$ cat src/inc/dcc_pkg.sv
// constants and types for the converter code and mode control block
package dcc_pkg;
    localparam logic [11:0] ADDR_REF_CTRL = 12'h000;
    localparam logic [11:0] ADDR_MODE = 12'h004;
    localparam logic [11:0] ADDR_CODE_LOW = 12'h008;
    localparam logic [11:0] ADDR_CODE_HIGH = 12'h00C;
    localparam logic [11:0] ADDR_STATUS = 12'h010;
    localparam int REF_EN_POS = 4;
    localparam int LOW_MSB = 7;
    localparam int LOW_LSB = 6;
    localparam logic [7:0] RESET_VALUE = 8'h00;
    localparam int CODE_W = 10;
    // full scale divisor and half reference as fixed point (numerator, divisor)
    localparam int SCALE_DIV = 1024;
    localparam int HALF_NUM = 1;
    localparam int HALF_DEN = 2;

    typedef enum logic [1:0] {
        DCC_REF_INT,
        DCC_REF_SUPPLY,
        DCC_REF_FLOAT
    } dcc_ref_src_t;

    typedef enum logic [1:0] {
        DCC_OUT_FLOAT,
        DCC_OUT_DRIVE,
        DCC_OUT_GROUND
    } dcc_out_mode_t;

    typedef struct packed {
        dcc_ref_src_t ref_src;
        logic ref_gen_on;
        dcc_out_mode_t out_mode;
        logic [CODE_W-1:0] code;
    } dcc_analog_ctrl_t;
endpackage : dcc_pkg

$ cat src/dcc_decode.sv
// field decode from register values to analog control word
`timescale 1ns/10ps
module dcc_decode (
    // register fields
    input wire logic [1:0] conv_ref_select,
    input wire logic ref_gen_enable,
    input wire logic [1:0] conv_mode_field,
    input wire logic [9:0] conv_code_bits,
    // decoded control
    output dcc_pkg::dcc_analog_ctrl_t ctrl
);
    always_comb begin
        unique case (conv_ref_select)
            2'h0, 2'h1: ctrl.ref_src = dcc_pkg::DCC_REF_INT;
            2'h2: ctrl.ref_src = dcc_pkg::DCC_REF_SUPPLY;
            2'h3: ctrl.ref_src = dcc_pkg::DCC_REF_FLOAT;
        endcase
        unique case (conv_mode_field)
            2'h0: ctrl.out_mode = dcc_pkg::DCC_OUT_FLOAT;
            2'h2: ctrl.out_mode = dcc_pkg::DCC_OUT_GROUND;
            2'h1, 2'h3: ctrl.out_mode = dcc_pkg::DCC_OUT_DRIVE;
        endcase
        ctrl.ref_gen_on = ref_gen_enable;
        ctrl.code = conv_code_bits;
    end
endmodule : dcc_decode

$ cat src/dcc_top.sv
// register front end of the 10-bit converter, apb slave
`timescale 1ns/10ps
module dcc_top (
    // clock and reset
    input wire logic clk_sys,
    input wire logic rst,
    // apb slave
    input wire logic psel,
    input wire logic penable,
    input wire logic pwrite,
    input wire logic [11:0] paddr,
    input wire logic [31:0] pwdata,
    output logic [31:0] prdata,
    output logic pready,
    output logic pslverr,
    // converter control
    output dcc_pkg::dcc_analog_ctrl_t analog_ctrl_r,
    // reference source is internal but generator is powered down
    output logic ref_missing_r
);
    logic [1:0] ref_sel_r;
    logic ref_en_r;
    logic [1:0] mode_r;
    logic [1:0] low_r;
    logic [7:0] high_r;
    logic [9:0] code_live_r;
    logic [9:0] code_nxt;
    logic wr_go;
    logic rd_go;
    logic hit;
    logic [31:0] rdata;
    dcc_pkg::dcc_analog_ctrl_t ctrl_nxt;

    function automatic logic addr_ok(input logic [11:0] a);
        addr_ok = (a == dcc_pkg::ADDR_REF_CTRL) || (a == dcc_pkg::ADDR_MODE) ||
                  (a == dcc_pkg::ADDR_CODE_LOW) || (a == dcc_pkg::ADDR_CODE_HIGH) ||
                  (a == dcc_pkg::ADDR_STATUS);
    endfunction : addr_ok

    // zero-wait slave: pready rises in the access phase; a write commits only at
    // the edge where the master sees pready, so an aborted setup changes nothing
    assign hit = addr_ok(paddr);
    assign wr_go = psel && penable && pready && pwrite && hit;
    assign rd_go = psel && !penable && !pwrite;

    always_ff @(posedge clk_sys or posedge rst) begin
        if (rst) begin
            ref_sel_r <= 2'h0;
            ref_en_r <= 1'b0;
        end else if (wr_go && paddr == dcc_pkg::ADDR_REF_CTRL) begin
            ref_sel_r <= pwdata[1:0];
            ref_en_r <= pwdata[dcc_pkg::REF_EN_POS];
        end
    end

    always_ff @(posedge clk_sys or posedge rst) begin
        if (rst) begin
            mode_r <= 2'h0;
        end else if (wr_go && paddr == dcc_pkg::ADDR_MODE) begin
            mode_r <= pwdata[1:0];
        end
    end

    // low bits are only staged; software loads them first
    always_ff @(posedge clk_sys or posedge rst) begin
        if (rst) begin
            low_r <= 2'h0;
        end else if (wr_go && paddr == dcc_pkg::ADDR_CODE_LOW) begin
            low_r <= pwdata[dcc_pkg::LOW_MSB:dcc_pkg::LOW_LSB];
        end
    end

    assign code_nxt = {pwdata[7:0], low_r};

    // the live code changes only on the high write, never half updated
    always_ff @(posedge clk_sys or posedge rst) begin
        if (rst) begin
            high_r <= dcc_pkg::RESET_VALUE;
            code_live_r <= 10'h000;
        end else if (wr_go && paddr == dcc_pkg::ADDR_CODE_HIGH) begin
            high_r <= pwdata[7:0];
            code_live_r <= code_nxt;
        end
    end

    // unimplemented bits read zero
    always_comb begin
        rdata = 32'h0000_0000;
        unique case (paddr)
            dcc_pkg::ADDR_REF_CTRL: begin
                rdata[1:0] = ref_sel_r;
                rdata[dcc_pkg::REF_EN_POS] = ref_en_r;
            end
            dcc_pkg::ADDR_MODE: rdata[1:0] = mode_r;
            dcc_pkg::ADDR_CODE_LOW: rdata[dcc_pkg::LOW_MSB:dcc_pkg::LOW_LSB] = low_r;
            dcc_pkg::ADDR_CODE_HIGH: rdata[7:0] = high_r;
            dcc_pkg::ADDR_STATUS: rdata[9:0] = code_live_r;
            default: rdata = 32'h0000_0000;
        endcase
    end

    always_ff @(posedge clk_sys or posedge rst) begin
        if (rst) begin
            prdata <= 32'h0000_0000;
            pready <= 1'b0;
            pslverr <= 1'b0;
        end else begin
            pready <= psel && !penable;
            pslverr <= psel && !penable && !hit;
            prdata <= rd_go ? rdata : 32'h0000_0000;
        end
    end

    dcc_decode u_decode (
        .conv_ref_select(ref_sel_r),
        .ref_gen_enable(ref_en_r),
        .conv_mode_field(mode_r),
        .conv_code_bits(code_live_r),
        .ctrl(ctrl_nxt)
    );

    // analog side sees registered control; scaling by half of reference over
    // 1024 steps is done by the resistor string driven from this word
    always_ff @(posedge clk_sys or posedge rst) begin
        if (rst) begin
            analog_ctrl_r <= '{dcc_pkg::DCC_REF_INT, 1'b0, dcc_pkg::DCC_OUT_FLOAT, 10'h000};
            ref_missing_r <= 1'b1;
        end else begin
            analog_ctrl_r <= ctrl_nxt;
            ref_missing_r <= (ctrl_nxt.ref_src == dcc_pkg::DCC_REF_INT) && !ctrl_nxt.ref_gen_on;
        end
    end
endmodule : dcc_top

$ cat config.mk
export PLATFORM = sky130hd
export DESIGN_NAME = dcc_top
export DESIGN_NICKNAME = d
export VERILOG_FILES = /design/src/inc/dcc_pkg.sv /design/src/dcc_decode.sv /design/src/dcc_top.sv
export SDC_FILE = /design/constraint.sdc
export NUM_CORES = 1
export LEC_CHECK = 0
export ABC_AREA = 1
export BUFFER_PORTS_ARGS = -buffer_cell sky130_fd_sc_hd__buf_2
export CORE_MARGIN = 8
export CORE_UTILIZATION = 43
export DETAILED_ROUTE_END_ITERATION = 10
export PLACE_DENSITY_LB_ADDON = 0.25
export REMOVE_ABC_BUFFERS = 1
export SYNTH_ARGS = -nofsm -noshare
export SYNTH_HDL_FRONTEND = slang
export SYNTH_SLANG_ARGS = --single-unit
$ cat constraint.sdc
create_clock -name clk_sys -period 1.2 [get_ports clk_sys]
set_input_delay 0.06 -clock clk_sys [delete_from_list [all_inputs] [get_ports clk_sys]]
set_output_delay 0.06 -clock clk_sys [all_outputs]
set_load 0.05 [all_outputs]
======== After elaboration in Yosys (flattened, before gate mapping) ========
Index checks and enable logic that the tools add are counted.
word-level totals
  register bits after elaboration ......... 53
  input port bits ......................... 49
  output and inout port bits .............. 50
  word-level logic and storage cells ...... 59
cells by class
  eq/ne operators ......................... 10
  multiplexer cells ....................... 9
  reduce and logical (&&, ||, !) cells .... 26
operators with widths
  operator               count
  $eq A12 B4 Y1 const B  2
  $pmux W2 S3            3
  $eq A12 B3 Y1 const B  1
  $eq A12 B5 Y1 const B  1
  $logic_and A1 B1 Y1    12
  $logic_not A12 Y1      1
  $mux W10               1
  $eq A2 B2 Y1 const B   4
  $pmux W2 S4            1
  $logic_not A2 Y1       3
  $eq A2 B1 Y1 const B   2
  $logic_not A1 Y1       4
  $logic_or A1 B1 Y1     4
  $pmux W2 S2            1
  $reduce_or A2 Y1       2
  $pmux W1 S3            1
  $mux W2                1
  $pmux W1 S2            1

======== Logic depth before layout (Yosys ltp) ========
Gate-level depths: netlist of the first run.
  depth after elaboration ................. 7
  depth in mapped cells ................... 9
  gate-level depth less buffers ........... 9

======== Modules after synthesis ========
A second synthesis of the first run with hierarchy kept.
unflattened totals
  cells, all modules ...................... 231
  area total of the unflattened synthesis .. 2148.3 sq um
modules (own cells, without submodules)
  module      times used  cells each  area an instance (sq um)  sequential area each (sq um)
  dcc_top     1           213         2037.0                    1127.3
  dcc_decode  1           18          111.4                     0.0

======== Worst setup path before layout of the first run ========
Ideal clock, no wire load.
  kind .................................... register to register
  from .................................... register pready
  to ...................................... register ref_sel_r[1]
  setup time .............................. 0.117 ns
  arrival time ............................ 1.402 ns
  required time ........................... 1.083 ns
  setup slack ............................. -0.319 ns
  cell stages (with the launch flop) ...... 7
  path buffers ............................ 1
  clock period less this slack ............ 1.519 ns
  cell sequence ........................... dfrtp_1 > nand3_1 > nor2_1 > buf_2 > nand3_1 > nand2_1 > nand2_1
between the ends
  cells in the longest elaborated chain, start to end .. 4
RTL lines
  item                              line            text
  start: declaration                dcc_top.sv:14   output logic pready,
  start signal: assignment          dcc_top.sv:108  pready <= psel && !penable;
  $logic_and A1 B1 Y1 (3 in a row)  dcc_top.sv:43   assign wr_go = psel && penable && pready && pwrite && hit;
  $logic_and A1 B1 Y1               dcc_top.sv:50   end else if (wr_go && paddr == dcc_pkg::ADDR_REF_CTRL) begin
  end signal: assignment            dcc_top.sv:51   ref_sel_r <= pwdata[1:0];
  end: declaration                  dcc_top.sv:21   logic [1:0] ref_sel_r;
No other way between the ends.
A chain may end at the register's enable or synchronous reset.

======== Worst setup path in the final report of the first run ========
  from .................................... register pready
  to ...................................... register high_r[3]
between the ends
  cells in the longest elaborated chain, start to end .. 4
RTL lines
  item                              line           text
  $logic_and A1 B1 Y1 (3 in a row)  dcc_top.sv:43
  $logic_and A1 B1 Y1               dcc_top.sv:80  end else if (wr_go && paddr == dcc_pkg::ADDR_CODE_HIGH) begin
  end signal: assignment            dcc_top.sv:78  high_r <= dcc_pkg::RESET_VALUE;
  end signal: assignment            dcc_top.sv:81  high_r <= pwdata[7:0];
  end: declaration                  dcc_top.sv:25  logic [7:0] high_r;
No other way between the ends.

==> results of run 1 <==
-- worst max-delay path: stages (launching register included) --
cell and delay [ns]:
dfrtp_1 0.36, nand3_2 0.10, nor2_4 0.14, buf_12 0.14
nand3_4 0.13, nand2_1 0.09, nand2_1 0.04
-- final cells by class --
type	count	area [sq um]
Sequential cell	45	1130
Clock buffer	7	86.3
Inverter	19	72.6
Multi-Input combinational cell	151	714
Timing Repair Buffer	72	458
Fill cell	431	2100
Tap cell	54	67.6
-- kinds of logic after synthesis --
kind of cell / share of synthesized area (%)
simple gates: 27.9
buf+inv: 13.4
flops: 55.8
compound gates: 2.72
other cells: 0.186
-- final timing paths --
| kind | start | end | slack (ns) | depth (start not counted) |
|---|---|---|---|---|
| max | pready$_DFF_PP0_ | high_r[3]$_DFFE_PP0P_ | 0.08 | 6 |
| min | pwdata[7] | low_r[1]$_DFFE_PP0P_ | 0.03 | 3 |
| max reg2reg | pready$_DFF_PP0_ | high_r[3]$_DFFE_PP0P_ | 0.08 | 6 |
| min reg2reg | high_r[7]$_DFFE_PP0P_ | analog_ctrl_r[9]$_DFF_PP0_ | 0.41 | 0 |
| max in group asynchronous | rst | ref_missing_r$_DFF_PP1_ | 0.60 | 4 |
| min in group asynchronous | rst | mode_r[1]$_DFFE_PP0P_ | 0.34 | 4 |
-- flip-flops by register name, indices dropped and copies added, names as in the netlist --
signal         count
analog_ctrl_r     15
prdata            10
high_r             8
code_live_r        2
low_r              2
mode_r             2
ref_sel_r          2
pready             1
pslverr            1
ref_en_r           1
ref_missing_r      1
-- synth_stat cells --
library cell / n
a21oi_1: 6
buf_2: 2
buf_4: 23
buf_6: 1
clkbuf_1: 1
clkinv_2: 1
conb_1: 1
dfrtp_1: 44
dfstp_2: 1
inv_1: 17
inv_2: 1
nand2_1: 64
nand2_2: 2
nand2_4: 1
nand3_1: 7
nand3_4: 1
nand4_1: 17
nand4_4: 1
nor2_1: 17
nor2_2: 3
nor2_4: 2
nor3_1: 3
o21ai_0: 3
o21ai_1: 2
-- metal layers --
layer	up-vias	share of wire (%)	track usage [%]
li1	807	-	-
met1	690	46	14.9
met2	58	45	18.6
met3	8	6.9	4.00
met4	0	2.2	7.28
met5	-	0	0
-- repair_timing --
action | CTS | global route
setup endpoints to repair | 0 | 12
endpoints found under the hold margin | 46 | 0
hold buffers | 2 | 0
resized for setup | 0 | 3
setup buffers | 0 | 1
-- layout by cell type (no fill, tap or decap), types with 6 or more instances in the layout --
| cell type | Yosys | routed |
|---|---|---|
| dfrtp_1 | 44 | 44 |
| clkbuf_8 | 0 | 6 |
| nand2_1 | 64 | 64 |
| nor2_1 | 17 | 16 |
| inv_1 | 17 | 16 |
| nand4_1 | 17 | 17 |
| buf_2 | 2 | 52 |
| nand3_1 | 7 | 6 |
| buf_4 | 23 | 15 |
| a21oi_1 | 6 | 6 |
| conb_1 | 1 | 22 |
-- power breakdown --
group          switching (W)  internal (W)
Sequential        0.00000144       0.00152
Combinational       0.000242     0.0000615
Clock               0.000444      0.000456
Total               0.000687       0.00204
-- metrics by stage --
| stage | std cells | instance area (sq um) | hold slack (ns) |
|---|---|---|---|
| CTS | 346 | 2480 | 0.00541 |
| detailed placement | 337 | 2370 | 0.111 |
| floorplan | 215 | 1900 | 0.126 |
| global route | 348 | 2530 | 0.0205 |
| global placement | 337 | 2370 | 0.110 |
| finish | 348 | 2530 | 0.0253 |
==> metrics.md, run 1 <==
| Metric | Value |
|---|---|
| Worst EP required | 1.39 ns |
| GRT overflow | 0 |
| Pwr Total | 0.00272 W |
| Syn. warnings | 0 |
| Post-Synthesis Cells | 221 |
| CTS buffer count | 5 |
| GPL Wtd Cong | 0.855 |
| Seq/Total Area, Yosys | 55.8% |
| Setup TNS | 0 ns |
| Layout cells sized above 1 | 31.0% |
| Max-Cap Viols | 0 |
| Row cnt | 25 |
| Max-slew violations | 0 |
| Global Route Usage Sum | 12.3% |
| Initial antenna violation count | 0 |
| Critical Path End Type | register |
| Worst Hold Class | in -> reg |
| Critical path fanouts, max | 11 |
| Clock Latency Late Sink | 0.29 ns |
| Synth area leader | dfrtp_1 |
| Arrival time at the worst endpoint | 1.31 ns |
| Die height | 84.6 microns |
| Area Growth Syn to Fin | 25.0% |
| Fin. Hold Viols | 0 |
| Area contributors post-synth | dfrtp_1, nand2_1, buf_4, nand4_1, inv_1 |
| Core Region | 0.00463 sq mm |
| Vias in the first global route | 1573 |
| Synth unique cells | 24 |
| Final core occ | 54.6% |
| DRT antenna net count | 0 |
| Max VDD drop | 470 uV |
| Largest net degree at the start of global routing | 46 |
| Root Buffer | clkbuf_8 |
| Clock Tree Buf Depth | 2 |
| Layout Skew | 0.00543 ns |
| IO buf count | 52 |
| Critical Path Source Type | register |
| Crit Path Category | reg -> reg |
| Layout net count | 343 |
| Remaining DRCs | 0 |
| Peak Freq | 894 MHz |
| Final Critical Period | 1.12 ns |
| Vias per cell | 4.49 |
| Die width | 84.6 microns |
| IO Pins | 99 |
| Starting DRT DRC Count | 76 |
| Place WS | -0.0806 ns |
| H-tree depth | 2 |
| Mean area per synthesized cell | 9.14 sq um |
| Number of synthesized register bits | 45 |
| Clk slew on worst S/H paths | 0.07 ns |
| DP HPWL | 3.22 mm |
| Die Area | 0.00715 sq mm |
| Antenna Cells | 0 |
| Mapped Area | 0.00202 sq mm |
| Routed WL per cell | 12.0 microns |
| Leakage | 1.44 nW |
| First-pass GRT wire length | 7.07 mm |
| Vias post-DR | 1563 |
| Status | finished clean |
| Tcrit/Tclk final | 93.2% |
| Yosys top cell area share | 54.5% |
| Final WL | 4.16 mm |
| Final setup vio count | 0 |
| TritonCTS Sinks | 45 |
| CTS tree | done |
| Number of detailed-route iterations in the first pass | 4 |
| Pwr Density | 1080 mW/mm^2 |
| Initial core utilization | 43.6% |
| Final worst slack | 0.0815 ns |
No activity file was read; power rests on OpenSTA's default activity.
==> run 2, diff against run 1 <==
- clock period: 1.2 -> 1.1 ns (I/O delays scaled with it)
==> metrics.md, run 2 (synthesis gave the netlist of run 1 again) <==
| Metric | Value |
|---|---|
| Max FFs per register | 15 (unchanged) |
| Critical Path Source Type | register |
| Total of fill cells in the finished design | 432 (+0.23%) |
| Max-Cap Viols | 0 (unchanged) |
| Vias post-DR | 1665 (+6.5%) |
| Final WL | 4.70 mm (+13%) |
| Pwr Total | 0.00296 W (+8.6%) |
| IO Pins | 99 (unchanged) |
| Critical Path End Type | register |
| Vias per cell | 4.70 (+4.7%) |
| Status | finished with violations |
| Crit Path Category | reg -> reg |
| Max VDD drop | 490 uV (+4.3%) |
| GPL Wtd Cong | 0.866 (+1.4%) |
| IO buf count | 52 (unchanged) |
| Global Route Usage Sum | 13.0% (+0.67 points) |
| Worst EP required | 1.33 ns (-0.06 ns) |
| Hold Path Origin | pwdata[6] |
| Root Buffer | clkbuf_8 |
| DRT antenna net count | 0 (unchanged) |
| Antenna Cells | 0 (unchanged) |
| Max-slew violations | 0 (unchanged) |
| Core Region | 0.00463 sq mm (unchanged) |
| Clk slew on worst S/H paths | 0.08 ns (about the same) |
| Final Critical Period | 1.20 ns (+0.0832 ns) |
| Top flop regs | analog_ctrl_r (15), prdata (10), high_r (8) |
| Hold Crit Depth | 3 (unchanged) |
| Final worst slack | -0.102 ns (-0.183 ns) |
| H-tree depth | 2 (unchanged) |
| Layout cells sized above 1 | 33.7% (+2.7 points) |
| Largest net degree at the start of global routing | 46 (unchanged) |
| Initial antenna violation count | 0 (unchanged) |
| Unrepaired setup endpoints after global routing | yes |
| CP startpoint | pready$_DFF_PP0_ |
| Die height | 84.6 microns (unchanged) |
| WHS Endpoint | low_r[0]$_DFFE_PP0P_ |
| Clock Tree Buf Depth | 2 (unchanged) |
| Reg2Reg Setup Slack | -0.10 ns (-0.18 ns) |
| Vias in the first global route | 1694 (+7.7%) |
| Routed WL per cell | 13.3 microns (+11%) |
| Commonest non-fill, non-tap cell in the layout | nand2_1 |
| Worst Hold Class | in -> reg |
| CTS buffer count | 5 (unchanged) |
| GRT overflow | 0 (unchanged) |
| Pwr Density | 1130 mW/mm^2 (+4.6%) |
| Arrival time at the worst endpoint | 1.43 ns (+0.12 ns) |
| Reg2reg start | pready$_DFF_PP0_ |
| Area Growth Syn to Fin | 29.8% |
| Layout Skew | 0.00523 ns (-0.000197 ns) |
| Register area | 0.00113 sq mm (unchanged) |
| Final setup vio count | 17 (+17) |
| Clock Latency Late Sink | 0.29 ns (about the same) |
| Critical path fanouts, max | 7 (-4) |
| Most flops, register | analog_ctrl_r |
| Remaining DRCs | 0 (unchanged) |
| DP HPWL | 3.38 mm (+5.1%) |
| Starting DRT DRC Count | 73 (-3.9%) |
| Leakage | 1.47 nW (+1.7%) |
| Die width | 84.6 microns (unchanged) |
| Initial core utilization | 43.6% (unchanged) |
| Setup TNS | -1.02 ns (-1.02 ns) |
| Failing checks | negative setup slack |
| Row cnt | 25 (unchanged) |
| Peak Freq | 832 MHz (-6.9%) |
| Multi-input gate area | 759 sq um (+6.3%) |
| Tcrit/Tclk final | 109% (+16 points) |
| Most frequent cells in the layout | nand2_1, buf_2, dfrtp_1, conb_1, nand4_1 |
| Layout net count | 348 (+1.5%) |
| Number of detailed-route iterations in the first pass | 4 (unchanged) |
| TritonCTS Sinks | 45 (unchanged) |
| Reg2Reg Depth | 6 (unchanged) |
| Fin. Hold Viols | 0 (unchanged) |
| First-pass GRT wire length | 7.53 mm (+6.6%) |
| Reg2reg end | code_live_r[0]$_DFFE_PP0P_ |
| CTS tree | done |
| Die Area | 0.00715 sq mm (unchanged) |
## run 2: changes by cell type in the layout (fill, tap and decap cells not counted), moves of 2 or more
| cell | previous run | this run |
|---|---|---|
| nand3_1 | 6 | 3 |
| clkbuf_1 | 1 | 3 |
| buf_6 | 0 | 2 |
| nand2_2 | 2 | 4 |
| nand3_2 | 1 | 3 |
| nand3_4 | 1 | 3 |
| nand2_1 | 64 | 62 |
## run 2: power breakdown
| part | total [W] | switching (W) | internal, W |
|---|---|---|---|
| combinational | 0.000341 | 0.000268 | 0.0000731 |
| sequential | 0.00166 | 0.00000187 | 0.00166 |
| clock | 0.000960 | 0.000508 | 0.000452 |
## run 2: cell type report
class                      count  share of cell area, %
timing repair buffer          76                   19.7
tap                           54                   2.58
sequential                    45                   43.0
multi-input combinational    152                   29.0
inverter                      19                   2.77
clock buffer                   8                   3.05
## run 2: critical path, stage by stage (launching register included)
cell	delay, ns
dfrtp_1	0.38
nand3_2	0.09
nor2_4	0.16
buf_8	0.18
clkbuf_16	0.15
nand4_1	0.09
nand2_1	0.09
## run 2: timing repair
action,4_1_cts,5_1_grt
buffers inserted,2,1
hold endpoints to repair,46,0
hold buffers,2,0
gates cloned,0,3
setup endpoints to repair,15,17
resized for setup,2,14
pin swaps,0,15
## run 2: stage by stage
stage	util, %	instance area [sq um]	hold WS, ns	std cells	setup slack (ns)
floorplan	-	1900	0.121	215	-0.865
global placement	51.7	2390	0.103	338	-0.137
detailed placement	51.7	2390	0.107	338	-0.193
CTS	54.4	2520	0.0129	350	-0.0346
global route	56.6	2620	0.0276	354	-0.137
finish	56.6	2620	0.0133	354	-0.102
## run 2: metal layers
| metal | up-vias | wire [microns] | GRT usage [%] |
|---|---|---|---|
| met5 | - | 0 | 0 |
| met4 | 0 | 53 | 4.37 |
| met3 | 4 | 360 | 4.78 |
| met2 | 76 | 2210 | 21.3 |
| met1 | 763 | 2070 | 15.2 |
| li1 | 822 | - | - |
## run 2: worst max path at each step
| stage | end |
|---|---|
| after floorplan | ref_en_r$_DFFE_PP0P_ |
| after global placement | prdata[6]$_DFF_PP0_ |
| after detailed placement | code_live_r[0]$_DFFE_PP0P_ |
| after CTS | code_live_r[0]$_DFFE_PP0P_ |
| after global routing | code_live_r[1]$_DFFE_PP0P_ |
| final | code_live_r[0]$_DFFE_PP0P_ |
==> run 3, diff against run 2 <==
- CELL_PAD_IN_SITES_DETAIL_PLACEMENT: unset -> 1
- CELL_PAD_IN_SITES_GLOBAL_PLACEMENT: unset -> 2
- CORE_UTILIZATION: 43 -> 25
==> metrics.md, run 3 (synthesis gave the netlist of run 1 again) <==
| Metric | Value |
|---|---|
| Combinational power share | 11.2% (-0.3 points) |
| Total of fill cells in the finished design | 956 (+120%) |
| Cell Chain, Critical Path | nand3_2 > nor2_4 > buf_8 > nand3_4 > nand2_1 > nand2_1 |
| Initial core utilization | 26.0% (-18 points) |
| Top cell by count, worst path | nand2_1 |
| Final worst slack | -0.0224 ns (+0.0793 ns) |
| Number of detailed-route iterations in the first pass | 4 (unchanged) |
| Remaining DRCs | 0 (unchanged) |
| Most flops, register | analog_ctrl_r |
| Critical Path End Type | register |
| Largest net degree at the start of global routing | 37 (-20%) |
| Max-Cap Viols | 0 (unchanged) |
| GPL Wtd Cong | 0.714 (-18%) |
| Register area | 0.00113 sq mm (unchanged) |
| Layout cells sized above 1 | 35.9% (+2.2 points) |
| Worst EP required | 1.29 ns (-0.04 ns) |
| Inst Count DP | 394 (+17%) |
| Failing checks | negative setup slack |
| GRT overflow | 0 (unchanged) |
| Layout net count | 352 (+1.1%) |
| H-tree depth | 2 (unchanged) |
| Fin cells | 406 (+15%) |
| Crit-path leading delay family | simple AND/OR/NAND/NOR gates |
| TritonCTS Sinks | 45 (unchanged) |
| Final WL | 5.38 mm (+15%) |
| Final setup vio count | 10 (-7) |
| Arrival time at the worst endpoint | 1.31 ns (-0.12 ns) |
| Flop pwr share | 53.3% (-2.7 points) |
| CTS tree | done |
| Die height | 106 microns (+25%) |
| Commonest non-fill, non-tap cell in the layout | nand2_1 |
| Top flop regs | analog_ctrl_r (15), prdata (10), high_r (8) |
| DP HPWL | 4.20 mm (+24%) |
| Clock share of power | 35.5% (+3.1 points) |
| P_sw | 0.000810 W (+4.2%) |
| Internal | 0.00230 W (+5.5%) |
| Slowest stage delay, CP | 0.38 ns (about the same) |
| Root Buffer | clkbuf_8 |
| Crit Path Category | reg -> reg |
| CP Buf/Inv Count | 1 (-1) |
| WHS | 0.0154 ns (+0.00207 ns) |
| Row cnt | 32 (+28%) |
| First-pass GRT wire length | 9.05 mm (+20%) |
| Pwr Total | 0.00311 W (+5.1%) |
| Layout Skew | 0.00611 ns (+0.000873 ns) |
| Status | finished with violations |
| Max VDD drop | 378 uV (-23%) |
| Max-slew violations | 0 (unchanged) |
| Starting DRT DRC Count | 29 (-60%) |
| Unrepaired setup endpoints after global routing | yes |
| # Post-CTS Setup Buffers | 0 (-2) |
| IO buf count | 52 (unchanged) |
| Critical Path Source Type | register |
| Critical path fanouts, max | 6 (-1) |
| Final Critical Period | 1.12 ns (-0.0793 ns) |
| Max FFs per register | 15 (unchanged) |
| Vias in the first global route | 1902 (+12%) |
| Vias post-DR | 1668 (+0.18%) |
| Fin. Hold Viols | 0 (unchanged) |
| Final core occ | 34.8% (-22 points) |
| Clock Latency Late Sink | 0.29 ns (about the same) |
| Core Region | 0.00777 sq mm (+68%) |
| IO Pins | 99 (unchanged) |
| Die Area | 0.0112 sq mm (+57%) |
| DRT antenna net count | 0 (unchanged) |
| Global Route Usage Sum | 9.80% (-3.2 points) |
| Slowest CP cell | dfrtp_1 |
| Antenna Cells | 0 (unchanged) |
| Worst Hold Class | in -> reg |
| Sw Ratio | 26.1% (-0.23 points) |
| Multi-input gate area | 757 sq um (-0.33%) |
| CTS buffer count | 5 (unchanged) |
| Leakage | 1.50 nW (+2.1%) |
| Vias per cell | 4.11 (-13%) |
| Clk slew on worst S/H paths | 0.08 ns (about the same) |
| Die width | 106 microns (+25%) |
| Routed WL per cell | 13.3 microns (-0.13%) |
| Pwr Density | 1150 mW/mm^2 (+2.1%) |
| Clock Tree Buf Depth | 2 (unchanged) |
| Peak Freq | 891 MHz (+7.1%) |
| Area Growth Syn to Fin | 33.7% |
| Tcrit/Tclk final | 102% (-7.2 points) |
| Initial antenna violation count | 0 (unchanged) |
| Most frequent cells in the layout | nand2_1, buf_2, dfrtp_1, conb_1, buf_4 |
run 3: cell types whose count changed in the layout (fill, tap and decap cells not counted), sizes merged:
| cell | previous run | this run |
|---|---|---|
| clkbuf | 9 | 7 |
| clkinv | 2 | 3 |
| buf | 73 | 78 |
run 3: layer usage:
metal | track usage (%) | part of all wire (%) | up-vias | wire [microns]
met5 | 0 | 0 | - | 0
li1 | - | - | 828 | -
met2 | 15.9 | 46 | 57 | 2480
met1 | 11.8 | 45 | 779 | 2440
met3 | 3.50 | 7.5 | 4 | 402
met4 | 3.32 | 1.2 | 0 | 65
run 3: worst register-to-register path: stages, from the launching register on:
cell	delay, ns
dfrtp_1	0.38
nand3_2	0.10
nor2_4	0.12
buf_8	0.15
nand3_4	0.13
nand2_1	0.09
nand2_1	0.05
run 3: metrics by stage:
step           setup slack (ns)  instance area, sq um  setup TNS (ns)
2_1_floorplan            -0.865                  1900          -14.74
3_3_place_gp             -0.173                  2490           -3.06
4_1_cts                 -0.0384                  2680          -0.397
6_report                -0.0224                  2700         -0.0789
5_1_grt                  -0.103                  2700           -1.39
3_5_place_dp             -0.240                  2490           -4.08
run 3: layout make-up:
type | count | area share [%]
Clock buffer | 7 | 3.57
Clock inverter | 1 | 0.185
Inverter | 19 | 2.69
Multi-Input combinational cell | 152 | 28.0
Sequential cell | 45 | 41.7
Tap cell | 102 | 4.72
Timing Repair Buffer | 80 | 19.1
run 3: what timing repair did:
action                                  in CTS  in global routing
cloned                                       2                  0
endpoints found under the hold margin       34                  0
hold buffers                                 2                  0
endpoints found under the setup margin      17                 18
resized for setup                           14                  6
pin swaps                                    8                  7
run 3: worst paths after layout:
check                           cells after the start                  startpoint  slack (ns)                          end
worst max-delay path                                6            pready$_DFF_PP0_       -0.02        high_r[3]$_DFFE_PP0P_
worst min register to register                      0  code_live_r[0]$_DFFE_PP0P_        0.42   analog_ctrl_r[0]$_DFF_PP0_
worst min-delay path                                3                   pwdata[2]        0.02        high_r[2]$_DFFE_PP0P_
max in group asynchronous                           4                         rst        0.36          prdata[8]$_DFF_PP0_
worst max register to register                      6            pready$_DFF_PP0_       -0.02        high_r[3]$_DFFE_PP0P_
min in group asynchronous                           3                         rst        0.26  analog_ctrl_r[13]$_DFF_PP0_
run 3: power groups by stage:
stage / clock, W / sequential, W / combinational (W)
floorplan: 0 / 0.00170 / 0.000216
global placement: 0 / 0.00169 / 0.000332
detailed placement: 0 / 0.00169 / 0.000332
CTS: 0.00115 / 0.00166 / 0.000347
global route: 0.00122 / 0.00166 / 0.000375
finish: 0.00111 / 0.00166 / 0.000347
